**src/design/mrp_defs.svh**
```systemverilog
// Constants for mode register programming: fields, codes and timings
`ifndef MRP_DEFS_SVH
`define MRP_DEFS_SVH
// Address field positions of mode register 0
`define MRP_BL_LSB        0
`define MRP_CL_LOW_BIT    2
`define MRP_RBO_BIT       3
`define MRP_CL_LSB        4
`define MRP_TM_BIT        7
`define MRP_DLLRST_BIT    8
`define MRP_WR_LSB        9
`define MRP_PPD_BIT       12
`define MRP_RSV_LSB       13
// Burst length codes
`define MRP_BL_FIX8       2'h0
`define MRP_BL_OTF        2'h1
`define MRP_BL_FIX4       2'h2
`define MRP_BL_RSV        2'h3
// Reset values of the device copies (contents are undefined at power-up)
`define MRP_MR_RESET      16'h0000
// Timing in clock cycles of ref_clk_in
`define MRP_TMRD_CYC      4
`define MRP_TMOD_CYC      12
`define MRP_TDLLK_CYC     512
`define MRP_TRP_CYC       6
// APB register offsets of the controller
`define MRP_REG_CTRL      12'h000
`define MRP_REG_DATA      12'h004
`define MRP_REG_STAT      12'h008
// Control register fields
`define MRP_CTRL_GO_BIT   0
`define MRP_CTRL_SEL_LSB  1
`define MRP_CTRL_ODT_BIT  3
`define MRP_CTRL_RTT_BIT  4
`endif

```
**src/design/mrp_pkg.sv**
```systemverilog
// Types shared by both ends of the mode register programming link
package mrp_pkg;
  // Command encoding: cs_n, ras_n, cas_n, we_n
  typedef logic [3:0] mrp_cmd_t;
  typedef enum logic [1:0]
  {
    MRP_SEL_MR0 = 2'h0,
    MRP_SEL_MR1 = 2'h1,
    MRP_SEL_MR2 = 2'h2,
    MRP_SEL_MR3 = 2'h3
  } mrp_sel_e;
  typedef enum logic [1:0]
  {
    MRP_C_IDLE = 2'h0,
    MRP_C_ISSUE = 2'h1,
    MRP_C_WAIT = 2'h2
  } mrp_cstate_e;
endpackage : mrp_pkg

```
**src/design/mrp_if.sv**
```systemverilog
// Command and address link between controller and device
`timescale 1ns/100ps
interface mrp_if;
  logic        cs_n;
  logic        ras_n;
  logic        cas_n;
  logic        we_n;
  logic        cke;
  logic        odt;
  logic [2:0]  ba;
  logic [15:0] addr;
  modport ctrl (output cs_n, ras_n, cas_n, we_n, cke, odt, ba, addr);
  modport dev  (input  cs_n, ras_n, cas_n, we_n, cke, odt, ba, addr);
endinterface : mrp_if

```
**src/design/mrp_device.sv**
```systemverilog
// Device end: four mode registers loaded by the mode register set command
`timescale 1ns/100ps
`include "mrp_defs.svh"
// Summary of operation
// - Four mode registers, written only by MRS
// - Controller writes all registers after reset; here a register is written only on an APB order
// - MRS may rewrite registers during operation
// - Controller drives every address field
// - MRS and DLL reset keep array
// - Controller spaces MRS commands by tMRD
// - Only NOP/deselect within tMOD after MRS
// - Controller rewrites only when device idle
// - Termination input low until tMOD expires
// - Termination free when nominal termination off
// - MR0 write: all command, bank low
// - Bank bits 1:0 select register
// - Address 1:0 select burst length
// - Address 3 selects read burst order
// - DLL reset bit self-clears; wait tDLLK
// - Address 12 selects power-down DLL exit
// - Controller programs write recovery at least minimum; here the code from the data register is sent unchecked
// - Write recovery plus precharge gives tDAL
// - Reserved bank and address bits zero
module mrp_device
  import mrp_pkg::*;
(
  // Clock and reset
  input  wire logic        ref_clk_in,
  input  wire logic        reset_n_in,
  // Link from controller
  mrp_if.dev               link,
  // Decoded mode of mode register 0, status flags and copies of registers 1 to 3
  output logic [3:0]       burst_len_out,
  output logic             burst_otf_out,
  output logic             read_burst_order_out,
  output logic [3:0]       cas_latency_out,
  output logic [4:0]       write_recovery_out,
  output logic [5:0]       dal_cycles_out,
  output logic             powerdown_dll_exit_select_out,
  output logic             vendor_test_select_out,
  output logic             dll_locked_out,
  output logic             cfg_error_out,
  output logic [15:0]      mr1_out,
  output logic [15:0]      mr2_out,
  output logic [15:0]      mr3_out
);

  typedef struct packed
  {
    logic [3:0][15:0] mr;
    logic [9:0]       dll_cnt;
    logic             dll_lock;
    logic             err;
  } mrp_dev_s;

  mrp_dev_s st_q;
  mrp_dev_s st_d;
  logic     mrs_cmd;

  // Write recovery code to cycles; zero marks a reserved code
  function automatic logic [4:0] mrp_wr_cycles(input logic [2:0] code);
    unique case (code)
      3'h1: mrp_wr_cycles = 5'h05;
      3'h2: mrp_wr_cycles = 5'h06;
      3'h3: mrp_wr_cycles = 5'h07;
      3'h4: mrp_wr_cycles = 5'h08;
      3'h5: mrp_wr_cycles = 5'h0a;
      3'h6: mrp_wr_cycles = 5'h0c;
      default: mrp_wr_cycles = 5'h00;
    endcase
  endfunction : mrp_wr_cycles

  // CAS latency: codes 1..7 map to 5..11, zero or address bit 2 set is reserved
  function automatic logic [3:0] mrp_cas(input logic [15:0] mr);
    logic [2:0] c;
    c = mr[`MRP_CL_LSB +: 3];
    if (c == 3'h0 || mr[`MRP_CL_LOW_BIT])
      mrp_cas = 4'h0;
    else
      mrp_cas = 4'(c) + 4'h4;
  endfunction : mrp_cas

  // Command decode: chip selected, RAS, CAS and WE low while CKE high
  assign mrs_cmd = link.cke && !link.cs_n && !link.ras_n
                   && !link.cas_n && !link.we_n;

  // Register writes only from MRS; array is never touched here
  always_comb
  begin
    st_d = st_q;
    if (st_q.dll_cnt != 10'h000)
    begin
      st_d.dll_cnt = st_q.dll_cnt - 10'h001;
      st_d.dll_lock = (st_q.dll_cnt == 10'h001);
    end
    if (mrs_cmd)
    begin
      st_d.mr[link.ba[1:0]] = link.addr;
      // Reserved bank bit set: flag, value still stored for debug
      st_d.err = link.ba[2]
                 || (link.addr[15:`MRP_RSV_LSB] != 3'h0);
      if (link.ba[1:0] == 2'h0 && link.addr[`MRP_DLLRST_BIT])
      begin
        // Bit self-clears once the reset is started
        st_d.mr[0][`MRP_DLLRST_BIT] = 1'b0;
        st_d.dll_cnt = 10'(`MRP_TDLLK_CYC);
        st_d.dll_lock = 1'b0;
      end
    end
  end

  // State register
  always_ff @(posedge ref_clk_in or negedge reset_n_in)
  begin
    if (!reset_n_in)
      st_q <= '0;
    else
      st_q <= st_d;
  end

  // Decoded outputs, all registered
  always_ff @(posedge ref_clk_in or negedge reset_n_in)
  begin
    if (!reset_n_in)
    begin
      burst_len_out                 <= 4'h0;
      burst_otf_out                 <= 1'b0;
      read_burst_order_out          <= 1'b0;
      cas_latency_out               <= 4'h0;
      write_recovery_out            <= 5'h00;
      dal_cycles_out                <= 6'h00;
      powerdown_dll_exit_select_out <= 1'b0;
      vendor_test_select_out        <= 1'b0;
      dll_locked_out                <= 1'b0;
      cfg_error_out                 <= 1'b0;
      mr1_out                       <= `MRP_MR_RESET;
      mr2_out                       <= `MRP_MR_RESET;
      mr3_out                       <= `MRP_MR_RESET;
    end
    else
    begin
      unique case (st_d.mr[0][`MRP_BL_LSB +: 2])
        `MRP_BL_FIX8: burst_len_out <= 4'h8;
        `MRP_BL_OTF:  burst_len_out <= 4'h8;
        `MRP_BL_FIX4: burst_len_out <= 4'h4;
        `MRP_BL_RSV:  burst_len_out <= 4'h0;
      endcase
      burst_otf_out <= (st_d.mr[0][`MRP_BL_LSB +: 2] == `MRP_BL_OTF);
      read_burst_order_out <= st_d.mr[0][`MRP_RBO_BIT];
      cas_latency_out <= mrp_cas(st_d.mr[0]);
      write_recovery_out <= mrp_wr_cycles(st_d.mr[0][`MRP_WR_LSB +: 3]);
      // tDAL = WR + tRP
      dal_cycles_out <= 6'(mrp_wr_cycles(st_d.mr[0][`MRP_WR_LSB +: 3]))
                        + 6'(`MRP_TRP_CYC);
      // Zero is slow exit with frozen DLL
      powerdown_dll_exit_select_out <= st_d.mr[0][`MRP_PPD_BIT];
      vendor_test_select_out <= st_d.mr[0][`MRP_TM_BIT];
      dll_locked_out <= st_d.dll_lock;
      cfg_error_out <= st_d.err;
      mr1_out <= st_d.mr[1];
      mr2_out <= st_d.mr[2];
      mr3_out <= st_d.mr[3];
    end
  end

endmodule : mrp_device

```
**src/flat_wrapper.sv**
```systemverilog
// flat-port wrapper written by rule: the top's interface ports become plain ports
module mrp_device_flat import mrp_pkg::*;
  (ref_clk_in, reset_n_in, burst_len_out, burst_otf_out, read_burst_order_out, cas_latency_out, write_recovery_out, dal_cycles_out, powerdown_dll_exit_select_out, vendor_test_select_out, dll_locked_out, cfg_error_out, mr1_out, mr2_out, mr3_out, link_cs_n, link_ras_n, link_cas_n, link_we_n, link_cke, link_odt, link_ba, link_addr);
  mrp_if link_i ();
  input  wire logic ref_clk_in;
  input  wire logic reset_n_in;
  output logic [3:0] burst_len_out;
  output logic burst_otf_out;
  output logic read_burst_order_out;
  output logic [3:0] cas_latency_out;
  output logic [4:0] write_recovery_out;
  output logic [5:0] dal_cycles_out;
  output logic powerdown_dll_exit_select_out;
  output logic vendor_test_select_out;
  output logic dll_locked_out;
  output logic cfg_error_out;
  output logic [15:0] mr1_out;
  output logic [15:0] mr2_out;
  output logic [15:0] mr3_out;
  input wire logic [$bits(link_i.cs_n)-1:0] link_cs_n;
  input wire logic [$bits(link_i.ras_n)-1:0] link_ras_n;
  input wire logic [$bits(link_i.cas_n)-1:0] link_cas_n;
  input wire logic [$bits(link_i.we_n)-1:0] link_we_n;
  input wire logic [$bits(link_i.cke)-1:0] link_cke;
  input wire logic [$bits(link_i.odt)-1:0] link_odt;
  input wire logic [$bits(link_i.ba)-1:0] link_ba;
  input wire logic [$bits(link_i.addr)-1:0] link_addr;
  assign link_i.cs_n = link_cs_n;
  assign link_i.ras_n = link_ras_n;
  assign link_i.cas_n = link_cas_n;
  assign link_i.we_n = link_we_n;
  assign link_i.cke = link_cke;
  assign link_i.odt = link_odt;
  assign link_i.ba = link_ba;
  assign link_i.addr = link_addr;
  mrp_device u_core (.ref_clk_in(ref_clk_in), .reset_n_in(reset_n_in), .link(link_i), .burst_len_out(burst_len_out), .burst_otf_out(burst_otf_out), .read_burst_order_out(read_burst_order_out), .cas_latency_out(cas_latency_out), .write_recovery_out(write_recovery_out), .dal_cycles_out(dal_cycles_out), .powerdown_dll_exit_select_out(powerdown_dll_exit_select_out), .vendor_test_select_out(vendor_test_select_out), .dll_locked_out(dll_locked_out), .cfg_error_out(cfg_error_out), .mr1_out(mr1_out), .mr2_out(mr2_out), .mr3_out(mr3_out));
endmodule
```
**config.mk**
```make
export PLATFORM = sky130hd
export DESIGN_NAME = mrp_device_flat
export DESIGN_NICKNAME = d
export VERILOG_FILES = /design/src/design/mrp_pkg.sv /design/src/design/mrp_if.sv /design/src/design/mrp_device.sv /design/src/flat_wrapper.sv
export VERILOG_INCLUDE_DIRS = /design/src /design/src/design
export SDC_FILE = /design/constraint.sdc
export NUM_CORES = 1
export LEC_CHECK = 0
export BUFFER_PORTS_ARGS = -buffer_cell sky130_fd_sc_hd__buf_2
export CORE_AREA = 2 2 105 107
export DETAILED_ROUTE_END_ITERATION = 8
export DIE_AREA = 0 0 107 109
export PLACE_DENSITY = 0.69
export SLEW_MARGIN = 20
export SYNTH_ARGS = -nofsm -noshare
export SYNTH_HDL_FRONTEND = slang
export SYNTH_SLANG_ARGS = --single-unit
```
**constraint.sdc**
```tcl
create_clock -name ref_clk_in -period 2.2 [get_ports ref_clk_in]
set_input_delay 0.66 -clock ref_clk_in [delete_from_list [all_inputs] [get_ports ref_clk_in]]
set_output_delay 0.66 -clock ref_clk_in [all_outputs]
set_load 0.02 [all_outputs]
```
==> summary.md <==
| Metric | Value |
|---|---|
| Die footprint | `~12,000 sq um` |
| R2R depth | `4` |
| Post-placement cell area | `4590 sq um` |
| Synth Cell Area | `about 4100 sq um` |
| CP Capture Type | `flop` |
| Post-synth top area share | `around 53%` |
| Worst slew margin | `59.3%` |
| Count of cell types in the netlist | `44` |
| Initial Utilization | `between 30% and 40%` |
| TritonCTS clock tree | `yes` |
| Share of cells above drive strength 1 | `a little over half` |
| Final Cell Area | `between 4000 and 5000 sq um` |
| Yosys warns | `0` |
| RD Place Congestion | `around 0.85` |
| Area share of fa/ha/maj cells after synthesis | `less than 1%` |
| Final hold vios | `0` |
| Syn avg cell area | `~12 sq um` |
| DRC viols | `0` |
| RR Endpoint | `u_core.st_q[10]$_DFF_PN0_` |
| I/O pin count | `100` |
| Area grow syn2layout | `18.5%` |
| Routed Antenna Nets | `0` |
| Crit path kind | `input pin to flop` |
| Global route overflow | `0` |
| Tcrit/Tclk final | `approximately 97%` |
| Fmax | `0.468 GHz` |
| Die X | `107 um` |
| LEAKAGE | `roughly 2.4 nW` |
| H-tree Lvls | `3` |
| Largest family of logic cells by synthesized area | `multiplexers` |
| Worst Path Required | `between 2 and 2.5 ns` |
| Clk root buf | `clkbuf_8` |
| Largest net degree at the start of global routing | `35` |
| Startpoint types | `input pin` |
| Worst hold margin | `between 0.2 and 0.3 ns` |
| Final worst path period need | `about 2.1 ns` |
| Crit Path Max Fanout | `4` |
| Post-DR vias/cell | `between 4 and 5` |
| Synth Area in Simple Gates | `9.45%` |
| Vias in the first global route | `2,753` |
| Max-cap violations | `0` |
| Xor/xnor cell area share of the yosys netlist | `0.213%` |
| Vias post-DR | `~2.7k` |
| Port Buffers | `94` |
| DR pass1 iterations | `4` |
| CTS buffer count | `9` |
| WL final | `~8600 um` |
| First-pass GRT wire length | `approximately 14,000 um` |
| Synth Area in Compound Gates | `under 10%` |
| Total GRT Usage | `around 15%` |
| Worst-Margin Slew | `between 0.6 and 0.7 ns` |
| Seq cells post-synth | `87` |
| Crit path DAT | `roughly 2.4 ns` |
| DP HPWL | `approximately 6400 um` |
| Initial antenna violation count | `0` |
| Core area | `between 10,000 and 15,000 sq um` |
| PD cells | `~900 nW/um^2` |
| Worst reg-to-reg setup slack | `between 0.2 and 0.3 ns` |
| RSZ-0062 raised after global routing | `yes` |
| Reg-to-Reg Start | `u_core.st_q[5]$_DFF_PN0_` |
| Rows | `38` |
| Die height | `roughly 110 um` |
| Max Root-Sink Buffers | `2` |
| Post-synthesis mux area share | `between 10% and 20%` |
| Synth area leaders | `dfrtp_1 53%, mux2_2 17%, buf_4 9.7%` |
| Clock net sink count | `87` |
| Peak supply drop | `~0.3 mV` |
| Clk_lat worst skew | `between 0.3 and 0.4 ns` |
| Ant diodes | `0` |
| Final Max Tran Viols | `0` |
| Fin nets | `between 400 and 500` |
| Status | `finished clean` |
| Final setup vio count | `0` |
| Cells after synthesis | `about 330` |
| Clock transition at path regs | `around 0.080 ns` |
| Cell taking the most area after synthesis | `dfrtp_1` |
| Setup clock skew after layout | `roughly 0.0038 ns` |
| Initial drt markers | `71` |
| Register area share after synthesis | `about 53%` |
| WL per Instance | `between 15 and 20 um` |
| Hold crit path type | `input pin to asynchronous set/reset pin` |
==> logic make-up after synthesis <==
family | Yosys count
AND/OR/NAND/NOR | 57
buffers and inverters | 72
adder cells (fa/ha/maj) | 3
XOR/XNOR | 1
flip-flops | 87
multiplexers | 67
other | 1
AO/OA/AOI/OAI | 43
==> state kept, by name, indices dropped and copies added (netlist names) <==
signal	cells
u_core.cas_latency_out	4
u_core.write_recovery_out	4
u_core.dal_cycles_out	4
u_core.burst_len_out	2
u_core.st_q	72
u_core.burst_otf_out	1
==> how the worst max path moves through the flow <==
stage | from | end | slack [ns]
final | link_we_n | u_core.dal_cycles_out[3]$_DFF_PN0_ | 0.07
after global routing | link_ba[0] | u_core.dal_cycles_out[3]$_DFF_PN0_ | -0.04
after CTS | link_ba[1] | u_core.dal_cycles_out[3]$_DFF_PN0_ | 0.0009
after detailed placement | link_ba[1] | u_core.dal_cycles_out[3]$_DFF_PN0_ | -0.38
after global placement | link_ba[1] | u_core.dal_cycles_out[3]$_DFF_PN0_ | -0.36
after floorplan | link_ba[1] | u_core.dal_cycles_out[3]$_DFF_PN0_ | -0.32
==> worst max-delay path, cell delays in order <==
cell and delay [ns]:
buf_6 0.09, or4_4 0.57, nor2_4 0.13, mux2_4 0.33
ha_4 0.16, inv_4 0.06, a211oi_2 0.04, a2111oi_2 0.33
==> where the power goes <==
| group | internal, mW | switching (mW) |
|---|---|---|
| Clock | 0.702 | 0.540 |
| Combinational | 0.498 | 0.666 |
| Sequential | 1.88 | 0.200 |
==> cells in the final DEF, fill, tap and decap left out, types with 2 or more instances in the layout <==
cell type	instances
a211o_1	2
a21boi_0	2
a21oi_1	8
a31oi_1	2
and4_1	2
buf_12	2
buf_2	92
buf_4	29
buf_6	2
bufinv_16	2
clkbuf_1	2
clkbuf_8	11
conb_1	4
dfrtp_1	87
ha_1	2
inv_1	5
mux2_2	60
mux2i_1	6
nand2_1	2
nand2b_1	9
nand4b_1	7
nor2_1	3
nor2b_1	4
nor3_1	3
nor4_1	6
o21ai_0	17
o31ai_1	3
or3_1	2
or4_1	6
==> synthesized netlist by cell type <==
cell type and n:
nor4b_1 1, a2111o_1 1, a21boi_0 2, nor3_2 1
a2111oi_0 1, o31a_1 1, a211oi_1 2, or4_1 7
nor2b_1 4, a31o_2 1, xor2_1 1, nand3_1 1
a211o_1 2, o21a_1 1, o2111ai_1 1, inv_1 6
nor4_1 7, or3_1 2, ha_1 3, or3b_2 1
nor3b_2 1, nor3_1 3, conb_1 1, a21oi_1 8
nor2_2 1, nand4b_1 7, nand3b_1 1, or3_2 1
clkbuf_1 11, buf_2 2, nand4_1 1, and2_1 1
nand2b_1 9, o31ai_1 4, nand2_1 2, dfrtp_1 87
or2_2 1, mux2_2 61, buf_4 53, and4_1 2
mux2i_1 6, nor2_1 3, o21ai_0 17, a31oi_1 2
==> per-stage QoR <==
| stage | total power [mW] | std cells | TNS, ns | worst slack, ns | util (%) |
|---|---|---|---|---|---|
| 2_1_floorplan | 2.99 | 334 | -0.366 | -0.323 | - |
| 3_3_place_gp | 3.20 | 532 | -2.96 | -0.361 | 43.3 |
| 3_5_place_dp | 3.25 | 532 | -3.68 | -0.376 | 43.3 |
| 4_1_cts | 4.50 | 548 | 0 | 0.000914 | 45.4 |
| 5_1_grt | 4.74 | 549 | -0.0353 | -0.0353 | 45.9 |
| 6_report | 4.48 | 549 | 0 | 0.0655 | 45.9 |
==> layout make-up <==
type	instances	area (sq um)
Fill cell	974	5740
Timing Repair Buffer	125	741
Tap cell	140	175
Clock buffer	13	159
Inverter	6	25.0
Sequential cell	87	2180
Clock inverter	3	65.1
Multi-Input combinational cell	175	1520
==> per-layer routing <==
layer  part of all wire (%)  GRT usage, %  vias to the layer above
li1                       -             -                     1276
met5                      0             0                        -
met1                     44          19.3                     1375
met4                   0.86          5.57                        0
met2                     50          26.0                       70
met3                    4.9          3.65                        7
==> timing repair <==
item	in CTS	in global routing
resized for setup	0	8
hold buffers	0	0
setup buffers	0	1
endpoints found under the setup margin	0	1
(Power assumes the default switching activity.)
